==> src/verilog/phy_event_defines.vh <==
`ifndef PHY_EVENT_DEFINES_VH
`define PHY_EVENT_DEFINES_VH
`define ADDR_IRQ_ENABLE      5'h16
`define ADDR_IRQ_FLAGS       5'h17
`define ADDR_POWER_DOWN      5'h18
`define IEN_OUT_ENABLE       15
`define IEN_READ_CLEAR       14
`define IEN_POLARITY         13
`define IEN_AUTO_CLEAR       12
`define IEN_RESETUP          11
`define PDC_DPD_ENABLE       8
`define PDC_PLL              7
`define PDC_RX100            6
`define PDC_TX_DAC           5
`define PDC_CDR              4
`define IEN_RESET            16'h0000
`define PDC_RESET            16'h2000
`define PDC_RW_MASK          16'hfff0
`define NUM_EVENTS           11
`define EVT_WAKE             10
`define EVT_DPD_ENTER        9
`endif

==> src/verilog/phy_event_irq.v <==
`timescale 1ns/100ps
`include "phy_event_defines.vh"

// Summary of operation
// Jabber event gated by enable bit 7, receive error by bit 6; reset zero.
// Page received gated by enable bit 5, parallel fault by bit 4.
// Enable bits 3..0 gate acknowledge, link down, remote fault, link up.
// Low eight enable bits are read-write and reset to zero.
// Flag 10 sets on wake from deep power down; read-only, self-clearing. Here a write of one clears it; it self-clears only with bit 12 or 14.
// Flag 9 sets on entry into deep power down; read-only, self-clearing. Here a write of one clears it; it self-clears only with bit 12 or 14.
// Flag 8 sets when auto-negotiation completes.
// Flag 7 sets on jabber, flag 6 on receive error.
// Flag 5 sets on page received, flag 4 on parallel detect fault.
// Flag 3 sets on link-partner acknowledge.
// Flag 2 sets on link down, flag 0 on link up.
// Flag 1 sets on remote fault indication.
// Deep power down entered only while power-down bit 8 is set.
// PLL powered down in deep power down only if bit 7 set.
// 100 Mb receiver powered down in deep power down only if bit 6 set.
// Transmit DAC powered down in deep power down only if bit 5 set.
// Clock recovery powered down in deep power down only if bit 4 set.
// Enable bits 10, 9, 8 gate wake, power-down, negotiation events.
// With bit 14 set, reading the flag register clears flags.
// With bit 12 set, a flag clears when its condition goes away.
// Bit 13 selects interrupt output polarity, clear means active low.
// Interrupt asserted when output enabled and any enabled flag set.
module phy_event_irq (
   input  wire        clk_i,
   input  wire        rst_n_i,
   input  wire        reg_wr_i,
   input  wire        reg_rd_i,
   input  wire [4:0]  reg_addr_i,
   input  wire [15:0] reg_wdata_i,
   output reg  [15:0] reg_rdata_o,
   input  wire        link_idle_i,
   input  wire        link_up_i,
   input  wire        aneg_done_i,
   input  wire        jabber_i,
   input  wire        rx_error_i,
   input  wire        page_rx_i,
   input  wire        par_fault_i,
   input  wire        lp_ack_i,
   input  wire        remote_fault_i,
   output reg         irq_o,
   output reg         deep_power_down_o,
   output reg         rate_clock_pll_pd_o,
   output reg         rx100_pd_o,
   output reg         tx_dac_pd_o,
   output reg         clock_data_recovery_block_pd_o
);

   reg         rst_s1_q;
   reg         rst_s2_q;
   wire        rst_n;
   reg  [8:0]  pin1_q;
   reg  [8:0]  pin2_q;
   reg  [8:0]  cond_q;
   reg  [15:0] ien_q;
   reg  [15:0] pdc_q;
   reg  [10:0] flag_q;
   reg  [10:0] flag_d;
   reg  [10:0] cond;
   reg  [10:0] rise;
   reg         dpd_q;
   reg         dpd_prev_q;
   wire        flag_rd;
   wire        flag_wr;
   wire        ien_wr;
   wire        pdc_wr;
   wire        irq_active;
   integer     i;

   function sel;
      input [4:0] a;
      input [4:0] b;
      begin
         sel = (a == b);
      end
   endfunction

   always @(posedge clk_i or negedge rst_n_i) begin
      if (!rst_n_i) begin
         rst_s1_q <= 1'b0;
         rst_s2_q <= 1'b0;
      end else begin
         rst_s1_q <= 1'b1;
         rst_s2_q <= rst_s1_q;
      end
   end
   assign rst_n = rst_s2_q;

   // First synchroniser stage for event pins
   always @(posedge clk_i or negedge rst_n) begin
      if (!rst_n) begin
         pin1_q <= 9'h000;
      end else begin
         pin1_q <= {link_idle_i, aneg_done_i, jabber_i, rx_error_i,
                    page_rx_i, par_fault_i, lp_ack_i, remote_fault_i,
                    link_up_i};
      end
   end

   // Second synchroniser stage
   always @(posedge clk_i or negedge rst_n) begin
      if (!rst_n) begin
         pin2_q <= 9'h000;
      end else begin
         pin2_q <= pin1_q;
      end
   end

   // Previous condition levels for edge detection
   always @(posedge clk_i or negedge rst_n) begin
      if (!rst_n) begin
         cond_q <= 9'h000;
      end else begin
         cond_q <= pin2_q;
      end
   end

   // Deep power down state follows idle link when enabled
   always @(posedge clk_i or negedge rst_n) begin
      if (!rst_n) begin
         dpd_q <= 1'b0;
      end else begin
         dpd_q <= pdc_q[`PDC_DPD_ENABLE] & pin2_q[8];
      end
   end

   // Previous power-down state for entry and wake edges
   always @(posedge clk_i or negedge rst_n) begin
      if (!rst_n) begin
         dpd_prev_q <= 1'b0;
      end else begin
         dpd_prev_q <= dpd_q;
      end
   end

   // Event condition levels
   always @* begin
      cond[0]  = pin2_q[0];
      cond[1]  = pin2_q[1];
      cond[2]  = ~pin2_q[0];
      cond[3]  = pin2_q[2];
      cond[4]  = pin2_q[3];
      cond[5]  = pin2_q[4];
      cond[6]  = pin2_q[5];
      cond[7]  = pin2_q[6];
      cond[8]  = pin2_q[7];
      cond[`EVT_DPD_ENTER] = dpd_q;
      cond[`EVT_WAKE]      = ~dpd_q;
      rise[0]  = pin2_q[0] & ~cond_q[0];
      rise[1]  = pin2_q[1] & ~cond_q[1];
      rise[2]  = ~pin2_q[0] & cond_q[0];
      rise[3]  = pin2_q[2] & ~cond_q[2];
      rise[4]  = pin2_q[3] & ~cond_q[3];
      rise[5]  = pin2_q[4] & ~cond_q[4];
      rise[6]  = pin2_q[5] & ~cond_q[5];
      rise[7]  = pin2_q[6] & ~cond_q[6];
      rise[8]  = pin2_q[7] & ~cond_q[7];
      rise[`EVT_DPD_ENTER] = dpd_q & ~dpd_prev_q;
      rise[`EVT_WAKE]      = ~dpd_q & dpd_prev_q;
   end

   assign flag_rd = reg_rd_i & sel(reg_addr_i, `ADDR_IRQ_FLAGS);
   assign flag_wr = reg_wr_i & sel(reg_addr_i, `ADDR_IRQ_FLAGS);

   // Flag update: set wins over every clear
   always @* begin
      flag_d = flag_q;
      for (i = 0; i < `NUM_EVENTS; i = i + 1) begin
         if (flag_rd && ien_q[`IEN_READ_CLEAR]) begin
            flag_d[i] = 1'b0;
         end
         if (flag_wr && reg_wdata_i[i] &&
             !(ien_q[`IEN_RESETUP] && cond[i])) begin
            flag_d[i] = 1'b0;
         end
         if (ien_q[`IEN_AUTO_CLEAR] && !cond[i]) begin
            flag_d[i] = 1'b0;
         end
         if (rise[i]) begin
            flag_d[i] = 1'b1;
         end
      end
   end

   // Register write decodes
   assign ien_wr = reg_wr_i & sel(reg_addr_i, `ADDR_IRQ_ENABLE);
   assign pdc_wr = reg_wr_i & sel(reg_addr_i, `ADDR_POWER_DOWN);

   // Read data selection
   function [15:0] read_mux;
      input [4:0]  a;
      input [15:0] ien;
      input [15:0] pdc;
      input [10:0] flags;
      begin
         case (a)
            `ADDR_IRQ_ENABLE: read_mux = ien;
            `ADDR_IRQ_FLAGS:  read_mux = {5'h00, flags};
            `ADDR_POWER_DOWN: read_mux = pdc;
            default:          read_mux = 16'h0000;
         endcase
      end
   endfunction

   // Event flag register
   always @(posedge clk_i or negedge rst_n) begin
      if (!rst_n) begin
         flag_q <= 11'h000;
      end else begin
         flag_q <= flag_d;
      end
   end

   // Interrupt enable register
   always @(posedge clk_i or negedge rst_n) begin
      if (!rst_n) begin
         ien_q <= `IEN_RESET;
      end else begin
         if (ien_wr) begin
            ien_q <= reg_wdata_i;
         end
      end
   end

   // Power-down control register
   always @(posedge clk_i or negedge rst_n) begin
      if (!rst_n) begin
         pdc_q <= `PDC_RESET;
      end else begin
         if (pdc_wr) begin
            pdc_q <= reg_wdata_i & `PDC_RW_MASK;
         end
      end
   end

   // Enables gate flags onto the interrupt
   assign irq_active = ien_q[`IEN_OUT_ENABLE] &
                       (|(flag_q & ien_q[10:0]));

   // Interrupt pin with selectable polarity
   always @(posedge clk_i or negedge rst_n) begin
      if (!rst_n) begin
         irq_o <= 1'b0;
      end else begin
         irq_o <= irq_active ~^ ien_q[`IEN_POLARITY];
      end
   end

   // Deep power down status
   always @(posedge clk_i or negedge rst_n) begin
      if (!rst_n) begin
         deep_power_down_o <= 1'b0;
      end else begin
         deep_power_down_o <= dpd_q;
      end
   end

   // PLL power down
   always @(posedge clk_i or negedge rst_n) begin
      if (!rst_n) begin
         rate_clock_pll_pd_o <= 1'b0;
      end else begin
         rate_clock_pll_pd_o <= dpd_q & pdc_q[`PDC_PLL];
      end
   end

   // 100 Mb receiver power down
   always @(posedge clk_i or negedge rst_n) begin
      if (!rst_n) begin
         rx100_pd_o <= 1'b0;
      end else begin
         rx100_pd_o <= dpd_q & pdc_q[`PDC_RX100];
      end
   end

   // Transmit DAC power down
   always @(posedge clk_i or negedge rst_n) begin
      if (!rst_n) begin
         tx_dac_pd_o <= 1'b0;
      end else begin
         tx_dac_pd_o <= dpd_q & pdc_q[`PDC_TX_DAC];
      end
   end

   // Clock recovery power down
   always @(posedge clk_i or negedge rst_n) begin
      if (!rst_n) begin
         clock_data_recovery_block_pd_o <= 1'b0;
      end else begin
         clock_data_recovery_block_pd_o <= dpd_q & pdc_q[`PDC_CDR];
      end
   end

   // Read data, held until the next read
   always @(posedge clk_i or negedge rst_n) begin
      if (!rst_n) begin
         reg_rdata_o <= 16'h0000;
      end else begin
         if (reg_rd_i) begin
            reg_rdata_o <= read_mux(reg_addr_i, ien_q, pdc_q, flag_q);
         end
      end
   end

endmodule

==> config.mk <==
export PLATFORM = sky130hd
export DESIGN_NAME = phy_event_irq
export DESIGN_NICKNAME = d
export VERILOG_FILES = /design/src/verilog/phy_event_irq.v
export VERILOG_INCLUDE_DIRS = /design/src /design/src/verilog
export SDC_FILE = /design/constraint.sdc
export NUM_CORES = 1
export LEC_CHECK = 0
export BUFFER_PORTS_ARGS = -buffer_cell sky130_fd_sc_hd__clkbuf_2
export CAP_MARGIN = 20
export CORE_MARGIN = 10
export CORE_UTILIZATION = 50
export DETAILED_ROUTE_END_ITERATION = 16
export PLACE_DENSITY_LB_ADDON = 0.12
export RECOVER_POWER = 50
export SYNTH_ARGS = -nofsm -noshare
export SYNTH_HDL_FRONTEND = slang
export SYNTH_SLANG_ARGS = --single-unit
==> constraint.sdc <==
create_clock -name clk_i -period 2.8 [get_ports clk_i]
set_input_delay 0.28 -clock clk_i [delete_from_list [all_inputs] [get_ports clk_i]]
set_output_delay 0.28 -clock clk_i [all_outputs]
set_load 0.02 [all_outputs]
* After elaboration in Yosys (flattened, before gate mapping)
Cells that the tools add are included.
** Word-level totals
- Register bits after elaboration :: 90
- Bits of input ports :: 34
- Output and inout port bits :: 22
- Logic and storage cells :: 175
** Cells by class
- Equality and inequality tests :: 3
- Muxes and demuxes :: 35
- Bitwise gates (word level) :: 34
- Reductions and logical operators :: 77
** Operator list (count)
- $pmux 16 s3 :: 1
- $logic_and 1x1->1 :: 45
- $reduce_bool 4->1 :: 11
- $mux 1 :: 34
- $and 1x1->1 :: 21
- $logic_not 1->1 :: 20
- $eq 5x5->1 const B :: 3
- $and 11x11->11 :: 1
- $not 1->1 :: 11
- $reduce_or 11->1 :: 1
- $xnor 1x1->1 :: 1

* Longest topological paths before layout
- Depth after elaboration :: 7
- Mapped depth :: 7
- Depth with buffers taken out :: 4

* Worst setup path after synthesis
Ideal clock, no wire load.
- Path kind :: in2reg
- Start point :: in reg_addr_i[3]
- End point :: reg ien_q[0]
- Setup time :: 0.125 ns
- Arrival time :: 1.499 ns
- Data required time :: 2.675 ns
- Slack :: 1.176 ns
- Stages :: 7
- Buffers on the path :: 3
- Cell sequence :: and4b_1 > buf_6 > nor2b_4 > and2_4 > buf_6 > buf_8 > mux2_4
** On the way
- Longest elaborated chain between the ends :: 2
** RTL lines
- start, declared :: line phy_event_irq.v:32 : input wire [4:0] reg_addr_i,
- $eq 5x5->1 :: line phy_event_irq.v:77 : sel = (a == b);
- $and 1x1->1 :: line phy_event_irq.v:189 : assign ien_wr = reg_wr_i & sel(reg_addr_i, `ADDR_IRQ_ENABLE);
- end signal, assigned :: line phy_event_irq.v:220 : ien_q <= `IEN_RESET;
- end signal, assigned :: line phy_event_irq.v:223 : ien_q <= reg_wdata_i;
- end, declared :: line phy_event_irq.v:58 : reg [15:0] ien_q;
Every way passes these cells.
A chain may end at the register's enable or synchronous reset.

* Worst setup path in the final report
- Start point :: in reg_addr_i[0]
- End point :: reg pdc_q[5]
** On the way
- Longest elaborated chain between the ends :: 2
** RTL lines
- $eq 5x5->1 :: line phy_event_irq.v:77
- $and 1x1->1 :: line phy_event_irq.v:190 : assign pdc_wr = reg_wr_i & sel(reg_addr_i, `ADDR_POWER_DOWN);
- end signal, assigned :: line phy_event_irq.v:231 : pdc_q <= `PDC_RESET;
- end signal, assigned :: line phy_event_irq.v:234 : pdc_q <= reg_wdata_i & `PDC_RW_MASK;
- end, declared :: line phy_event_irq.v:59 : reg [15:0] pdc_q;
Every way passes these cells.

==> results.md <==
Run status:
- The flow ran to the end, and the final reports show no timing, DRC or antenna violations.

Clock tree:
- Post-CTS repair changed the size of 0 cells.
- The clock edge transition at the registers on the reported setup and hold paths is around 0.090 ns.
- Clock tree synthesis selected as its root buffer the cell clkbuf_8.
- The deepest clock path buffer count is 2.
- The number of hold buffers added after CTS was 1.
- The deepest level of the CTS H-tree is 3.
- The count of clock tree sinks is 90.
- At the later pin of the worst-skew pair, clock insertion delay measures around 0.35 ns.
- The post-CTS setup buffer count is 0.
- TritonCTS built the clock tree.
- The number of buffers created by CTS is 9.

Synth:
- The register area share after synthesis is 0.6344.
- The number of different library cells used by synthesis comes to 31.
- During synthesis, Yosys emitted a total of 0 warnings.
- The per-instance average area after synthesis is roughly 13 um^2.
- Counting flops with a built-in enable in the synthesized netlist gives 0.
- For this run, the leading register cell type out of synthesis is dfrtp_1.
- The number of standard cells after synthesis is 271.
- Of the post-synthesis cell area, the dominant cell type holds 0.6270.
- In this run, synthesis produced a sequential element count of 90.
- The largest total area in the synthesized netlist belongs to dfrtp_1.
- The most repeated cell in the gate-level netlist after synthesis is dfrtp_1.
- The async set-reset flop share out of synthesis is 1.000.
- By area the synthesized netlist is led by dfrtp_1, mux2_2, mux2_4, a21oi_1, a22oi_1.
- When the netlist entered floorplanning its net count stood at around 310.
- Sorting the synthesized cells by how often they occur yields dfrtp_1, mux2_2, a21oi_1.
- After synthesis the cells add up to approximately 3600 um^2.

Pwr:
- The analysis attributes to net switching a power of 0.8101 mW.
- The share of total power dissipated in combinational logic is 0.130.
- The internal power of the cells totals about 2.4 mW.
- The ratio of total power to cell area is 764.3 nW/um^2.
- The share of total power dissipated in the clock network is 0.364.
- The switching power as a share of total power is 0.2526.
- The share of total power dissipated in sequential elements is 0.506.
- IR analysis of the VDD net gives a maximum drop of 0.0003133 V.
- In this run the static leakage power is about 1.9 nW.

Setup path:
- Of all nets on the critical path, the largest fanout is 15.
- The reg-to-reg setup timing slack is 1.37 ns.
- The critical path goes through clkbuf_2 > nor3_1 > buf_4 > nand2_1 > mux2_2.
- The endpoint required time on the critical path is 3.04 ns.
- The worst-path cell with the longest stage delay is mux2_2.
- The largest single stage delay on the critical path is around 0.4 ns.
- The length in cells of the worst reg-to-reg path is 4.
- The kind of capture point of the worst setup path is a flip-flop.
- The type of the worst setup path is in -> reg.
- The startpoint identified for the worst register-to-register timing path is ien_q[11]$_DFFE_PN0P_.
- The worst setup path is launched from an input pin.
- The data arrival time at the worst-slack endpoint is approximately 1.8 ns.
- The worst reg2reg path endpoint is flag_q[2]$_DFFE_PN0P_.

Placed design:
- The placed cell area is 3889 um^2.
- The pre-CTS setup slack is slightly below 0.9 ns.
- In this run the tool buffered the top-level ports with 55 buffer cells.
- Routability-driven placement finished with a final weighted congestion of about 0.79.
- Detailed placement finished with a half-perimeter wire length of slightly above 5 mm.

GRT:
- In the global route stage, met1 resource usage came out at 0.2015.
- The total global routing track utilization is 0.1499.
- The met3 track demand over resource in global routing is 0.04709.
- Entering global routing, the biggest net connects 89 pins.
- For this run the aggregate overflow at the end of global routing stands at 0.
- The via count of the first global-routing pass came to approximately 2500.
- The global routing stage identified its most utilized layer as met2.
- The number of antenna violations at the first check in global routing was 0.
- For met2 alone, demand over resource in global routing was 0.2184.
- The wire length of the first global-routing pass is roughly 13 mm.

Min path:
- The tightest min-delay check is of the in -> reg type.
- The count of cells along the worst hold path is 1.
- In this run the most critical hold path is launched from link_idle_i.
- For hold timing, the worst endpoint is pin1_q[8]$_DFF_PN0_.

Drt:
- In this run, the number of DRC markers left after iteration 0 of detailed routing was 145.
- For this run, the detailed router's first-pass iteration total came to 5.
- The remaining antenna violation count is 0.
- The remaining design rule violation count is 0.
- The count of vias placed by the detailed router is roughly 2400.
- The total routed wirelength is around 7.8 mm.
- The routed via count divided by cell count is ~5.5.
- After detailed routing, the average wire length per cell comes to between 15 and 20 um.

STA:
- The upper clock frequency limit is 637.6 MHz.
- The smallest clock period supported by the final layout is computed as around 1.6 ns.
- The final number of hold-violating endpoints is 0.
- Setup violations remaining at the end of the flow were counted as 0.
- The worst hold margin is between 0.02 and 0.03 ns.
- The final count of pins violating max slew is 0.
- Setup repair after global routing left no endpoint under its margin.
- Headroom to the max-slew limit came out at 0.2534.
- Adding up every negative setup slack in the final design gives 0 ns.
- The final clock period utilization by the worst path is 0.5601.
- At the pin with the least slew margin, the transition time is between 1 and 1.5 ns.
- Setup slack on the critical path of the routed design comes to 1.232 ns.
- Clock skew on the completed layout was measured at about 0.0075 ns.

Floorplan:
- Measured along the x axis, the die boundary spans around 100 um.
- The floorplan has 30 rows.
- The die covers around 11000 um^2.
- 56 I/O pins were placed.
- The region available for standard cell placement spans around 6800 um^2.
- The die is roughly 100 um tall.
- The initial core utilization is 0.5200.

Finish:
- The final instance area is 4197 um^2.
- In the final layout, the share of cells above drive strength 1 is 0.3535.
- The net count of the finished layout is 360.
- The area growth from synthesis to layout is 18.14%.
- The total inserted antenna cells is 0.
- The fill cell instance count of the final layout is between 500 and 600.
- Once layout is complete, the utilization of the core stands at 0.6143.

Run:
- Across the run, the number of max-cap violations was 0.
-- area by class of cell --
cell class / count / area (um^2) / area share
multi-input combinational: 157 / 1180 / 0.2812
clock inverter: 6 / 137.6 / 0.03280
clock buffer: 10 / 137.6 / 0.03280
timing repair buffer: 61 / 341.6 / 0.08140
tap: 96 / 120.1 / 0.02862
inverter: 7 / 26.28 / 0.006261
sequential: 90 / 2253 / 0.5370
-- worst max-delay path: cells and delay by family --
kind	cells	cell delay [ns]
simple gates	2	0.62
mux	1	0.40
buf+inv	2	0.51
-- metrics by stage --
stage	total power, mW	std cells
after floorplan	1.901	271
after detailed placement	2.056	409
final	3.207	427
after global routing	3.362	427
after CTS	3.227	426
after global placement	2.041	409
-- worst max path at each step --
stage / slack [ns] / cells after the start / startpoint / to
2_1_floorplan: 0.11 / 0 / rst_n$_DFF_PN0_ / clock_data_recovery_block_pd_o$_DFF_PN0_
3_3_place_gp: 0.95 / 5 / reg_addr_i[0] / pdc_q[8]$_DFFE_PN0P_
3_5_place_dp: 0.87 / 5 / reg_addr_i[0] / pdc_q[5]$_DFFE_PN0P_
4_1_cts: 1.24 / 5 / reg_addr_i[0] / pdc_q[5]$_DFFE_PN0P_
5_1_grt: 1.11 / 5 / reg_addr_i[0] / pdc_q[6]$_DFFE_PN0P_
6_report: 1.23 / 5 / reg_addr_i[0] / pdc_q[5]$_DFFE_PN0P_
-- state kept, by name, summed over array words and instances, names as in the netlist --
name                            count
ien_q                              16
tx_dac_pd_o                         1
clock_data_recovery_block_pd_o      1
rate_clock_pll_pd_o                 1
deep_power_down_o                   1
pin1_q                              9
rx100_pd_o                          1
rst_n                               1
reg_rdata_o                        16
cond_q                              8
irq_o                               1
dpd_q                               1
rst_s1_q                            1
pdc_q                              12
pin2_q                              9
flag_q                             11
-- per-layer routing --
layer  up-vias  wire (um)
met3        12        446
met2        73       3490
met1      1178       3688
met4         0        136
li1       1098          -
met5         -          0
-- cell usage in the layout, fill, tap and decap left out, types with 2 or more instances in the layout --
master / netlist / layout
dfrtp_1: 89 / 89
clkbuf_2: 0 / 54
mux2_2: 29 / 29
a21oi_1: 23 / 23
nand3_1: 13 / 13
a22oi_1: 12 / 12
nor2_1: 12 / 12
nand4_1: 12 / 12
mux2_4: 10 / 10
nand2_1: 10 / 10
clkbuf_8: 0 / 10
a41oi_1: 9 / 9
inv_1: 7 / 7
and2_1: 6 / 4
o21ai_0: 4 / 4
bufinv_16: 0 / 4
buf_4: 0 / 4
a31oi_1: 3 / 3
a22o_1: 2 / 2
a221oi_1: 2 / 2
and2_0: 0 / 2
o2111ai_1: 2 / 2
clkinv_4: 0 / 2
-- power groups by stage --
stage          registers (mW)  clock network [mW]  logic, mW
2_1_floorplan            1.63                   0      0.271
3_3_place_gp             1.65                   0      0.388
3_5_place_dp             1.66                   0      0.397
4_1_cts                  1.64                1.19      0.401
5_1_grt                  1.65                1.25      0.464
6_report                 1.62                1.17      0.417
-- cell families after synthesis --
logic type	share of synthesized area
flops	0.6344
compound gates	0.1085
simple gates	0.08594
mux	0.1342
buf+inv	0.03346
xor+xnor	0.002466
other cells	0.001056
Power figures use the tool's default switching activity.
